<file path="src/inc/bcgc_pkg.sv">
// Package of constants, modes and carriers for the block check generator and checker.
package bcgc_pkg;

	// ****************************************************************
	// Register addresses and command codes
	// ****************************************************************
	localparam logic [1:0] ADDR_CHAR    = 2'h0;
	localparam logic [1:0] ADDR_MODE    = 2'h1;
	localparam logic [1:0] ADDR_CMD     = 2'h2;
	localparam logic [1:0] ADDR_CHECK   = 2'h3;
	localparam logic [1:0] ADDR_CLASS   = 2'h2;
	localparam logic [1:0] ADDR_STATUS  = 2'h1;
	localparam logic [1:0] CMD_NOP      = 2'h0;
	localparam logic [1:0] CMD_START    = 2'h1;
	localparam logic [1:0] CMD_CLEAR    = 2'h2;
	localparam logic [1:0] CMD_MRESET   = 2'h3;

	// ****************************************************************
	// Field positions, reset values and codes
	// ****************************************************************
	localparam int         MODE_DIR_BIT  = 2;
	localparam int         MODE_DLA_BIT  = 3;
	localparam int         MODE_PEN_BIT  = 4;
	localparam int         MODE_PSN_BIT  = 5;
	localparam logic [7:0] MODE_RESET    = 8'h00;
	localparam logic [7:0] CMD_RESET     = 8'h00;
	localparam logic [1:0] POLY_NONE     = 2'h0;
	localparam logic [1:0] POLY_CRC16    = 2'h1;
	localparam logic [1:0] POLY_CRC12    = 2'h2;
	localparam logic [1:0] POLY_LRC8     = 2'h3;
	localparam logic [1:0] CLASS_NORMAL  = 2'h0;
	localparam logic [1:0] CLASS_SYNC    = 2'h1;
	localparam logic [1:0] CLASS_TERM    = 2'h2;
	localparam logic [1:0] CLASS_SECOND  = 2'h3;
	localparam logic [1:0] ACC_NORMAL    = 2'h0;
	localparam logic [1:0] ACC_TRANSP    = 2'h1;
	localparam logic [1:0] ACC_AUTO      = 2'h2;
	localparam logic [1:0] ACC_SINGLE    = 2'h3;
	localparam logic [7:0] ESC_CRC12     = 8'h1F;
	localparam logic [7:0] ESC_ASCII     = 8'h10;
	localparam logic [7:0] ESC_EBCDIC    = 8'h90;
	localparam logic [15:0] CRC16_POLY   = 16'h8005;
	localparam logic [11:0] CRC12_POLY   = 12'h80F;

	// ****************************************************************
	// Types
	// ****************************************************************
	typedef enum logic [2:0] {
		BCGC_RUN  = 3'b001,
		BCGC_TAIL = 3'b010,
		BCGC_STOP = 3'b100
	} bcgc_acc_state_t;

	typedef struct packed {
		logic check_error;
		logic parity_error;
		logic terminator;
		logic escape_pair;
	} bcgc_flags_t;

endpackage : bcgc_pkg

</file>
<file path="src/bcgc_core.sv">
// Block check generator and checker with character register, class array and status flags.
//
// Operation
// - Receive accumulates received check characters; error-free leaves zero remainder.
// - CRC-12 escape compare uses low six bits against 1F hex.
// - CRC-12 class lookup forces bit 6 to zero; host writes bit 6 clear.
// - CRC-16/LRC-8 escape compare uses eight bits, parity as MSB, 10 or 90 hex.
// - Class lookup ignores MSB; parity error flag still set on mismatch.
// - LRC-8 XORs low seven bits upward; MSB is odd/even parity over them.
// - LRC-8 uses only the upper check register; lower holds its value.
// - Parity enabled: generate parity on low seven bits, write into MSB.
// - Parity mismatch sets parity error flag; interrupt when its enable set.
// - Normal class characters accumulate in every accumulation mode, except a leading escape in transparent.
// - Class codes normal, sync, terminator, second; single and automatic accumulate all.
// - Sync excluded in normal bisync; transparent excludes each leading escape and any sync after an escape.
// - Transparent mode recognises terminator only after odd number of escapes.
// - Bisync terminator stops accumulation: receive after one/two more, transmit immediately.
// - Accumulated terminators set terminator flag, except unescaped ones in transparent and those in the tail.
// - Restart after false terminator by rewriting bisync mode or start command.
// - Outside transparent, escaped second-class character sets escape pair flag.
// - Polynomial field clears to zero on reset, enabling class array programming.
// - Transmit: generate, never flag check error; load on read/write high.
// - Receive: accumulate and flag check error; load on read/write low.
// - Direct load with enable clear: parity only, no accumulation or compare.
// - Direct load with enable set: accumulate and compare as selected.
// - Status read clears the four flags and releases the interrupt.
// - Parity sense one gives even total ones, zero gives odd.
`timescale 1ns/1ps

module bcgc_core (
	input  wire logic       clk,
	input  wire logic       srst,
	input  wire logic       transceiver_select_n,
	input  wire logic       checker_select_n,
	input  wire logic       read_write,
	input  wire logic [1:0] addr,
	input  wire logic [7:0] data_in,
	output logic      [7:0] data_out,
	output logic            data_oe,
	output logic            irq_n_out,
	output logic            irq_n_oe
);

	// ****************************************************************
	// Storage
	// ****************************************************************
	logic [7:0]             char_reg;
	logic [7:0]             operating_mode;
	logic [7:0]             command;
	logic [7:0]             check_hi;
	logic [7:0]             check_lo;
	logic                   check_ptr;
	logic [1:0]             class_array [0:127];
	bcgc_pkg::bcgc_flags_t  flags;
	bcgc_pkg::bcgc_acc_state_t acc_state;
	logic [1:0]             tail_cnt;
	logic                   esc_odd;
	logic                   single_arm;

	// Decoded mode fields.
	logic [1:0] poly;
	logic [1:0] acc_mode;
	logic       dir_tx;
	logic       par_en;
	logic       par_even;
	assign poly     = operating_mode[1:0];
	assign dir_tx   = operating_mode[bcgc_pkg::MODE_DIR_BIT];
	assign par_en   = operating_mode[bcgc_pkg::MODE_PEN_BIT] | (poly == bcgc_pkg::POLY_LRC8);
	assign par_even = operating_mode[bcgc_pkg::MODE_PSN_BIT];
	assign acc_mode = operating_mode[7:6];

	// Parity bit for the low seven bits with the selected sense.
	function automatic logic bcgc_parity(input logic [6:0] d, input logic even);
		bcgc_parity = (^d) ^ ~even;
	endfunction : bcgc_parity

	// ****************************************************************
	// Bus decode
	// ****************************************************************
	logic xcvr_load;
	logic chk_wr;
	logic chk_rd;
	logic load;
	logic direct;
	assign xcvr_load = !transceiver_select_n && checker_select_n && addr == bcgc_pkg::ADDR_CHAR
	                   && (read_write == dir_tx);
	assign chk_wr    = transceiver_select_n && !checker_select_n && !read_write;
	assign chk_rd    = transceiver_select_n && !checker_select_n && read_write;
	assign direct    = chk_wr && addr == bcgc_pkg::ADDR_CHAR;
	assign load      = xcvr_load || direct;

	// Character handling on a load.
	logic [7:0] par_char;
	logic       par_bit;
	logic       par_bad;
	logic [6:0] lookup_idx;
	logic [1:0] cls;
	logic       is_esc;
	logic       use_cmp;
	assign par_bit    = bcgc_parity(data_in[6:0], par_even);
	assign par_char   = par_en ? {par_bit, data_in[6:0]} : data_in;
	assign par_bad    = par_en && (par_bit != data_in[7]);
	assign lookup_idx = (poly == bcgc_pkg::POLY_CRC12) ? {1'b0, data_in[5:0]} : data_in[6:0];
	assign cls        = class_array[lookup_idx];
	assign is_esc     = (poly == bcgc_pkg::POLY_CRC12) ? (data_in[5:0] == bcgc_pkg::ESC_CRC12[5:0])
	                  : (par_char == bcgc_pkg::ESC_ASCII || par_char == bcgc_pkg::ESC_EBCDIC);
	assign use_cmp    = xcvr_load || operating_mode[bcgc_pkg::MODE_DLA_BIT];

	// Accumulation decision per mode and class.
	logic in_block;
	logic do_acc;
	logic term_hit;
	logic second_hit;
	logic bisync;
	assign bisync   = acc_mode == bcgc_pkg::ACC_NORMAL || acc_mode == bcgc_pkg::ACC_TRANSP;
	assign in_block = bisync ? (acc_state != bcgc_pkg::BCGC_STOP) :
	                  (acc_mode == bcgc_pkg::ACC_AUTO) ? 1'b1 : single_arm;
	always_comb begin
		do_acc = 1'b0;
		if (use_cmp && in_block && poly != bcgc_pkg::POLY_NONE) begin
			case (acc_mode)
				bcgc_pkg::ACC_NORMAL: do_acc = (cls != bcgc_pkg::CLASS_SYNC) || acc_state == bcgc_pkg::BCGC_TAIL;
				bcgc_pkg::ACC_TRANSP: do_acc = acc_state == bcgc_pkg::BCGC_TAIL
				                       || !(esc_odd && cls == bcgc_pkg::CLASS_SYNC)
				                       && !(is_esc && !esc_odd);
				default:              do_acc = 1'b1;
			endcase
		end
	end
	assign term_hit   = do_acc && acc_state != bcgc_pkg::BCGC_TAIL && cls == bcgc_pkg::CLASS_TERM
	                    && (acc_mode != bcgc_pkg::ACC_TRANSP || esc_odd);
	assign second_hit = do_acc && acc_state != bcgc_pkg::BCGC_TAIL && cls == bcgc_pkg::CLASS_SECOND
	                    && esc_odd && acc_mode != bcgc_pkg::ACC_TRANSP;

	// ****************************************************************
	// Check remainder update
	// ****************************************************************
	logic [15:0] crc_in;
	logic [15:0] crc16_next;
	logic [11:0] crc12_next;
	logic [7:0]  next_hi;
	logic [7:0]  next_lo;
	always_comb begin
		crc16_next = {check_hi, check_lo};
		crc12_next = {check_hi[5:0], check_lo[5:0]};
		crc_in     = 16'h0000;
		for (int i = 0; i < 8; i++) begin
			if (crc16_next[15] ^ par_char[i])
				crc16_next = {crc16_next[14:0], 1'b0} ^ bcgc_pkg::CRC16_POLY;
			else
				crc16_next = {crc16_next[14:0], 1'b0};
		end
		for (int i = 0; i < 6; i++) begin
			if (crc12_next[11] ^ data_in[i])
				crc12_next = {crc12_next[10:0], 1'b0} ^ bcgc_pkg::CRC12_POLY;
			else
				crc12_next = {crc12_next[10:0], 1'b0};
		end
		case (poly)
			bcgc_pkg::POLY_CRC16: crc_in = crc16_next;
			bcgc_pkg::POLY_CRC12: crc_in = {2'h0, crc12_next[11:6], 2'h0, crc12_next[5:0]};
			bcgc_pkg::POLY_LRC8: begin
				crc_in[14:8] = check_hi[6:0] ^ data_in[6:0];
				crc_in[15]   = bcgc_parity(crc_in[14:8], par_even);
				crc_in[7:0]  = check_lo;
			end
			default:              crc_in = {check_hi, check_lo};
		endcase
		next_hi = crc_in[15:8];
		next_lo = crc_in[7:0];
	end

	// Remainder error test on the freshly accumulated value.
	logic rem_bad;
	assign rem_bad = (poly == bcgc_pkg::POLY_LRC8) ? (next_hi[6:0] != 7'h00) : ({next_hi, next_lo} != 16'h0000);

	// Command effects.
	logic cmd_wr;
	logic clear_cmd;
	logic mreset;
	logic mode_wr;
	logic check_wr;
	assign cmd_wr    = chk_wr && addr == bcgc_pkg::ADDR_CMD;
	assign clear_cmd = cmd_wr && data_in[1:0] == bcgc_pkg::CMD_CLEAR;
	assign mreset    = srst || (cmd_wr && data_in[1:0] == bcgc_pkg::CMD_MRESET);
	assign mode_wr   = chk_wr && addr == bcgc_pkg::ADDR_MODE;
	assign check_wr  = chk_wr && addr == bcgc_pkg::ADDR_CHECK;

	// ****************************************************************
	// Registers
	// ****************************************************************
	// Mode and command registers; one-time command bits are not kept.
	always_ff @(posedge clk) begin
		if (mreset) begin
			operating_mode <= bcgc_pkg::MODE_RESET;
			command        <= bcgc_pkg::CMD_RESET;
		end else begin
			if (mode_wr)
				operating_mode <= data_in;
			if (cmd_wr)
				command <= {data_in[7:2], 2'h0};
		end
	end

	// Class array is written while no polynomial is selected.
	always_ff @(posedge clk) begin
		if (mreset) begin
			for (int i = 0; i < 128; i++)
				class_array[i] <= bcgc_pkg::CLASS_NORMAL;
		end else if (chk_wr && addr == bcgc_pkg::ADDR_CLASS && poly == bcgc_pkg::POLY_NONE)
			class_array[data_in[6:0]] <= command[3:2];
	end

	// Character register keeps parity regenerated in its MSB while parity is enabled.
	always_ff @(posedge clk) begin
		if (srst)
			char_reg <= 8'h00;
		else if (load)
			char_reg <= par_char;
	end

	// Check registers and their shared load pointer.
	always_ff @(posedge clk) begin
		if (mreset || clear_cmd) begin
			check_hi  <= 8'h00;
			check_lo  <= 8'h00;
			check_ptr <= 1'b0;
		end else if (check_wr) begin
			if (check_ptr)
				check_lo <= data_in;
			else
				check_hi <= data_in;
			check_ptr <= ~check_ptr;
		end else if (load && do_acc) begin
			check_hi <= next_hi;
			check_lo <= next_lo;
		end
	end

	// Block state: stop after terminator, on receive only after the trailing check characters.
	always_ff @(posedge clk) begin
		if (mreset || clear_cmd || check_wr || mode_wr) begin
			acc_state <= bcgc_pkg::BCGC_RUN;
			tail_cnt  <= 2'h0;
		end else if (cmd_wr && data_in[1:0] == bcgc_pkg::CMD_START) begin
			acc_state <= bcgc_pkg::BCGC_RUN;
		end else if (load && do_acc && bisync) begin
			case (acc_state)
				bcgc_pkg::BCGC_RUN: begin
					if (term_hit && dir_tx)
						acc_state <= bcgc_pkg::BCGC_STOP;
					else if (term_hit) begin
						acc_state <= bcgc_pkg::BCGC_TAIL;
						tail_cnt  <= (poly == bcgc_pkg::POLY_LRC8) ? 2'h1 : 2'h2;
					end
				end
				bcgc_pkg::BCGC_TAIL: begin
					tail_cnt <= tail_cnt - 2'h1;
					if (tail_cnt == 2'h1)
						acc_state <= bcgc_pkg::BCGC_STOP;
				end
				default: acc_state <= bcgc_pkg::BCGC_STOP;
			endcase
		end
	end

	// Escape parity tracker and single-mode arm; start does not cancel an escape.
	always_ff @(posedge clk) begin
		if (mreset || clear_cmd || check_wr) begin
			esc_odd    <= 1'b0;
			single_arm <= 1'b0;
		end else begin
			if (cmd_wr && data_in[1:0] == bcgc_pkg::CMD_START && acc_mode == bcgc_pkg::ACC_SINGLE)
				single_arm <= 1'b1;
			else if (load)
				single_arm <= 1'b0;
			if (load && use_cmp && acc_state != bcgc_pkg::BCGC_TAIL)
				esc_odd <= is_esc ? ~esc_odd : 1'b0;
		end
	end

	// Status flags: a new event wins over the clearing status read.
	logic status_rd;
	logic chk_done;
	assign status_rd = chk_rd && addr == bcgc_pkg::ADDR_STATUS;
	assign chk_done  = load && do_acc && !dir_tx
	                   && (!bisync || (acc_state == bcgc_pkg::BCGC_TAIL && tail_cnt == 2'h1));
	always_ff @(posedge clk) begin
		if (mreset || clear_cmd || check_wr) begin
			flags <= '0;
		end else begin
			if (chk_done)
				flags.check_error <= rem_bad;
			else if (status_rd)
				flags.check_error <= 1'b0;
			flags.parity_error <= (load && par_bad) || (flags.parity_error && !status_rd);
			flags.terminator   <= term_hit && load || (flags.terminator && !status_rd);
			flags.escape_pair  <= second_hit && load || (flags.escape_pair && !status_rd);
		end
	end

	// ****************************************************************
	// Read data and interrupt
	// ****************************************************************
	// Read data is registered from the selected register.
	always_ff @(posedge clk) begin
		if (srst) begin
			data_out <= 8'h00;
			data_oe  <= 1'b0;
		end else begin
			data_oe <= chk_rd;
			// Only a checker read refreshes the data, so it stands until the next read.
			if (chk_rd) begin
				case (addr)
					bcgc_pkg::ADDR_CHAR:   data_out <= char_reg;
					bcgc_pkg::ADDR_STATUS: data_out <= {command[7:4], flags.escape_pair, flags.terminator,
					                                    flags.parity_error, flags.check_error};
					bcgc_pkg::ADDR_CMD:    data_out <= operating_mode;
					default:               data_out <= check_ptr ? check_lo : check_hi;
				endcase
			end
		end
	end

	// Open-drain interrupt is driven low while any enabled flag is set.
	always_ff @(posedge clk) begin
		if (srst)
			irq_n_oe <= 1'b0;
		else
			irq_n_oe <= |(command[7:4] & {flags.escape_pair, flags.terminator,
			                              flags.parity_error, flags.check_error});
	end
	assign irq_n_out = 1'b0;

endmodule : bcgc_core
</file>
<file path="config.mk">
export PLATFORM = sky130hd
export DESIGN_NAME = bcgc_core
export DESIGN_NICKNAME = d
export VERILOG_FILES = /design/src/inc/bcgc_pkg.sv /design/src/bcgc_core.sv
export SDC_FILE = /design/constraint.sdc
export NUM_CORES = 1
export LEC_CHECK = 0
export BUFFER_PORTS_ARGS = -buffer_cell sky130_fd_sc_hd__buf_2
export CORE_ASPECT_RATIO = 1.25
export CORE_UTILIZATION = 25
export DETAILED_ROUTE_END_ITERATION = 8
export GPL_ROUTABILITY_DRIVEN = 0
export SYNTH_ARGS = -nofsm -noshare
export SYNTH_HDL_FRONTEND = slang
export SYNTH_SLANG_ARGS = --single-unit
export TNS_END_PERCENT = 5
</file>
<file path="constraint.sdc">
create_clock -name clk -period 7.4 [get_ports clk]
set_input_delay 0.37 -clock clk [delete_from_list [all_inputs] [get_ports clk]]
set_output_delay 0.37 -clock clk [all_outputs]
set_load 0.01 [all_outputs]
</file>
# [Yosys cells after proc, flatten, opt, wreduce, memory -nomap -nowiden]
# Memory sizes are Yosys's and may differ from the RTL's.
# Cells that the tools add are included.
[totals] out_inout_bits=11 ram_bits=256 rom_bits=0 inputBits=15 wordCells=226 mem_count=1 register_bits=60 latchBits=0
[memory_table] name="class_array" depth=128 word_bits=2 read_ports=1 rd_ports_with_merged_regs=0 wr=128 line="bcgc_core.sv:53" source="logic [1:0] class_array [0:127];"
[op_classes] mul=0 add_sub_neg=1 n_div=0 shift=0 bitwise=37 n_reduce_logical=85 mux=52 order_cmp=0 n_eq_ne=33
[op_table] op="16-bit 2-to-1 mux" n=8
[op_table] op="12-bit 2-to-1 mux" n=6
[op_table] op="8-bit 2-to-1 mux" n=8
[op_table] op="16-bit one-hot mux with 3 select lines" n=1
[op_table] op="1-bit logical AND" n=42
[op_table] op="5-bit NOT" n=6
[op_table] op="3-bit NOT" n=8
[op_table] op="8-bit one-hot mux with 3 select lines" n=1
[op_table] op="2-bit equality test (second input constant)" n=10
[op_table] op="1-bit 2-to-1 mux" n=16
[op_table] op="16-bit nonzero test" n=1
[op_table] op="1-bit XOR" n=16
[op_table] op="1-bit logical OR" n=15
[op_table] op="7-bit 2-to-1 mux" n=2
[op_table] op="7-bit XOR reduction" n=2
[op_table] op="2-bit by 1-bit equality test with 1-bit output (second input constant)" n=6
[op_table] op="2-bit nonzero test" n=5
[op_table] op="1-bit zero test" n=9
[op_table] op="3-bit 2-to-1 mux" n=3
[op_table] op="8-bit by 5-bit equality test with 1-bit output (second input constant)" n=1
[op_table] op="8-bit equality test (second input constant)" n=1
[op_table] op="2-bit 2-to-1 mux" n=4
[op_table] op="2-bit != test (second input constant)" n=4
[op_table] op="7-bit nonzero test" n=1
[op_table] op="other kinds (22)" n=32

# [Longest topological paths before layout]
[logic_depth] depth_word=23 depth_mapped=14 depth_no_buf=11

# [Worst setup path after synthesis]
# Ideal clock, no wire load.
[synth_timing] kind="input to register" startpoint="input data_in[1]" endpoint="register flags[3] (netlist name)" path_buffers=3 stages=14 path_slack_ns=4.287 t_arrival_ns=2.990 required_time_ns=7.277 setup_ns=0.123 cell_sequence="buf_6 -> buf_12 -> inv_1 -> clkbuf_1 -> ha_1 -> xnor3_1 -> xor2_1 -> mux2i_1 -> xnor2_1 -> xnor3_1 -> o211ai_1 -> nand2_1 -> o21ai_1 -> a211oi_1"
[synth_between] elab_chain_cells=19 word_cells_on_any_way=73 cone_classes="eq/ne (7); mux (20); bitwise (24); reduce/logical (21); memory (1)"
[synth_lines] item="from (decl)" line="bcgc_core.sv:37" source="input wire logic [7:0] data_in,"
[synth_lines] item="8-bit 2-to-1 mux" line="bcgc_core.sv:101" source="assign par_char = par_en ? {par_bit, data_in[6:0]} : data_in;"
[synth_lines] item="1-bit XOR" line="bcgc_core.sv:148" source="if (crc16_next[15] ^ par_char[i])"
[synth_lines] item="16-bit 2-to-1 mux" line="bcgc_core.sv:148"
[synth_lines] item="1-bit XOR" line="bcgc_core.sv:148"
[synth_lines] item="16-bit 2-to-1 mux" line="bcgc_core.sv:148"
[synth_lines] item="1-bit XOR" line="bcgc_core.sv:148"
[synth_lines] item="16-bit 2-to-1 mux" line="bcgc_core.sv:148"
[synth_lines] item="1-bit XOR" line="bcgc_core.sv:148"
[synth_lines] item="[... 3 more ...]"
[synth_lines] item="1-bit XOR" line="bcgc_core.sv:148"
[synth_lines] item="16-bit 2-to-1 mux" line="bcgc_core.sv:148"
[synth_lines] item="1-bit XOR" line="bcgc_core.sv:148"
[synth_lines] item="16-bit 2-to-1 mux" line="bcgc_core.sv:148"
[synth_lines] item="16-bit one-hot mux with 3 select lines" line="bcgc_core.sv:159" source="case (poly)"
[synth_lines] item="16-bit nonzero test" line="bcgc_core.sv:175" source="assign rem_bad = (poly == bcgc_pkg::POLY_LRC8) ? (next_hi[6:0] != 7'h00) : ({next_hi, next_lo} != 16'h0000);"
[synth_lines] item="1-bit 2-to-1 mux" line="bcgc_core.sv:175"
[synth_lines] item="1-bit 2-to-1 mux" line="bcgc_core.sv:292" source="if (chk_done)"
[synth_lines] item="to (decl)" line="bcgc_core.sv:54" source="bcgc_pkg::bcgc_flags_t flags;"
# Several ways; a longest one is shown, not always the timed one.
# A chain may end at the register's enable or synchronous reset.

# [Worst setup path in the final report]
[layout_timing] startpoint="input data_in[2]" endpoint="register check_lo[5]"
[layout_between] elab_chain_cells=15 word_cells_on_any_way=44 cone_classes="eq/ne (5); mux (18); bitwise (8); reduce/logical (12); memory (1)"
[layout_lines] item="branches (longest 15 deep; another with memory read 128 x 2 bit)"
[layout_lines] item="to (signal assigned)" line="bcgc_core.sv:230" source="check_lo <= data_in;"
[layout_lines] item="to (signal assigned)" line="bcgc_core.sv:236" source="check_lo <= next_lo;"
[layout_lines] item="to (decl)" line="bcgc_core.sv:51" source="logic [7:0] check_lo;"
# Several ways; the timed one is not identified. The select of a mux whose other input is x is not followed.

==> run metrics <==
WL/cell 20.7 um; total routed wirelength 49700 um; yosys warns 0; Hold Crit Start data_in[7]; Syn-to-layout area delta 10.6%; Top delay family on crit path compound AO/OA/AOI/OAI gates; GRT overflow 0; Skew-Pair Late Insertion Delay 530 ps; post-synth net total 1602; library cells used by synthesis 89; drt first pass iters 6; maximum root-to-sink buffer count 3; total I/O pin count 26; Worst Path Arrival 4430 ps; FMAX 252 MHz; Max Cap Viol 0; CP max FO 32; R2R Path Start operating_mode[1]$_SDFFE_PP0P_; Max Used Layer met4; asr flop ratio synth 0%; Place WS 3050 ps; largest net degree at the start of global routing 66; Post-layout nets 1548; Mapped Cells between 1500 and 2000; GR Util All Layers 14.6%; row count 105; Vias 12719; Req. time, crit path 7860 ps; Design Power between 4000 and 5000 uW; Root Buffer clkbuf_16; share of cells above drive strength 1 between 10% and 20%; Power Density 218 nW/um^2; Die Span X roughly 230 um; CP startpoint kind input pin; initial drt markers 1497; max reg flops about 260; H-tree Lvls 2; metal1 wirelength 18700 um; initial antenna violation count 0; most frequent CP cell buf_4; fin crit share 53.6%; number of global-route vias before repair 12495; die area a little under 70000 sq um; CTS resizes 0; CP bufs+invs 2; Worst Setup End Kind flop; # setup viols final 0; outcome complete, no violations; CP max stage cell nor2b_1; Worst Skew 18.1 ps; cell type with the largest total area after synthesis edfxtp_1; die height 290 um; Worst VDD drop 0.000125 V; Worst Max-Slew Pin Slew approximately 1100 ps; DRC errors left 0; Mapped Area 16600 sq um; Worst slew margin 28.9%; crit-path cells buf_4 -> buf_4 -> nor2b_1 -> a222oi_1 -> o21ai_0 -> a221oi_1 -> o211a_1 -> o32ai_4 -> a21oi_2 -> o221ai_1 -> o311a_1; Leak 0.00600 uW; top-count cell post-synth nor2_1; DP HPWL 32900 um; Post-synth EDFFs 256; Num CTS Buffers 36; Synth Register Bits between 300 and 400; Initial Util 25.3%; Hold Crit Class in -> reg; Met3 Wirelength about 3800 um; worst hold margin approximately 220 ps; most common flop cell mapped by yosys edfxtp_1; Sum Neg Setup Slack 0 ps; Post-DRT Antenna Nets 0; share of the synthesized area in the top cell type 46.4%; Reg with most FFs class_array; DR WL met2 24900 um; Reg clk slew, reported paths approximately 60 ps; first-pass GRT wire length 75900 um; vias per cell 5.29; design area roughly 18000 sq um; CTS tree built; antenna fix cells 0; fin worst setup slack 3430 ps; Mean Syn Cell Area 10.5 sq um; top post-synthesis cells by count nor2_1 (362), edfxtp_1 (256), o21ai_0 (158); sequential share of the synthesized area between 50% and 60%; Core ar. approximately 66000 sq um; placed cell areas 17300 sq um; final critical-path required period about 4000 ps; Port Buffer Count 24; Hold Vio Cnt, Final 0; RSZ-0062 raised after global routing no; Max Slew Vio Count 0; # Post-CTS Setup Buffers 0; critical path class in -> reg; CP max stage delay ~800 ps; Sink Count 316; CP Launch Point data_in[2]; hold_buf cts 0; Synth area leaders edfxtp_1 (46%), nor2_1 (8.2%), dfxtp_1 (7.3%)
layout by cell type, fill, tap and decap left out, drive strengths merged, types with 11 or more instances in the layout:
cell type,synthesis,layout
inv,15,17
nor3,17,17
nand2,102,102
mux2i,49,49
clkbuf,88,45
buf,50,46
xnor2,32,32
xor2,13,13
o21ai,160,160
a21oi,58,58
dfxtp,60,60
clkinv,2,11
a22oi,26,26
mux2,31,31
a221oi,23,23
edfxtp,256,256
nand3,28,28
nor2,365,365
mux4,25,25
metal layers:
metal  GRT usage [%]  vias up
li1                -     5652
met1            17.2     6319
met2            25.1      605
met3            2.18      143
met4            7.89        0
met5               0        -
report_power, final:
group | switching [uW] | internal [uW] | total, uW
combinational | 231 | 119 | 351
sequential | 22.6 | 1970 | 1990
clock | 711 | 952 | 1660
worst reg2reg max path: cells and delay by family, from the launching register on:
kind	cells	cell delay [ps]
flops	1	300
compound gates	7	2400
simple gates	1	430
buf+inv	1	380
layout make-up:
type,count,area (sq um)
clock inverter,16,118
inverter,17,63.8
fill,6752,47200
sequential,316,8890
multi-input combinational,1108,6940
timing repair buffer,46,290
tap,856,1070
clock buffer,45,956
path summary, 6_finish.rpt:
kind	endpoint	cells after the start	slack, ps
worst max-delay path	check_lo[5]$_SDFFE_PP0P_	11	3430
worst min-delay path	operating_mode[7]$_SDFFE_PP0P_	3	220
worst max register to register	check_lo[5]$_SDFFE_PP0P_	9	3840
worst min register to register	data_out[6]$_SDFFE_PP0P_	2	500
cells by family after synthesis:
kind of cell | share of synthesized area [%]
simple gates | 14.8
compound gates | 14.6
flops | 53.7
buf+inv | 4.62
mux | 8.56
xor+xnor | 3.16
fa+ha+maj | 0.604
other cells | 0.0226
per-stage QoR:
step / util [%] / cells
after floorplan: - / 1579
after global routing: 28.0 / 2404
final: 28.0 / 2404
after global placement: 26.3 / 2343
after detailed placement: 26.3 / 2343
after CTS: 28.0 / 2404
Note: power is estimated with default switching activity, not from simulation.
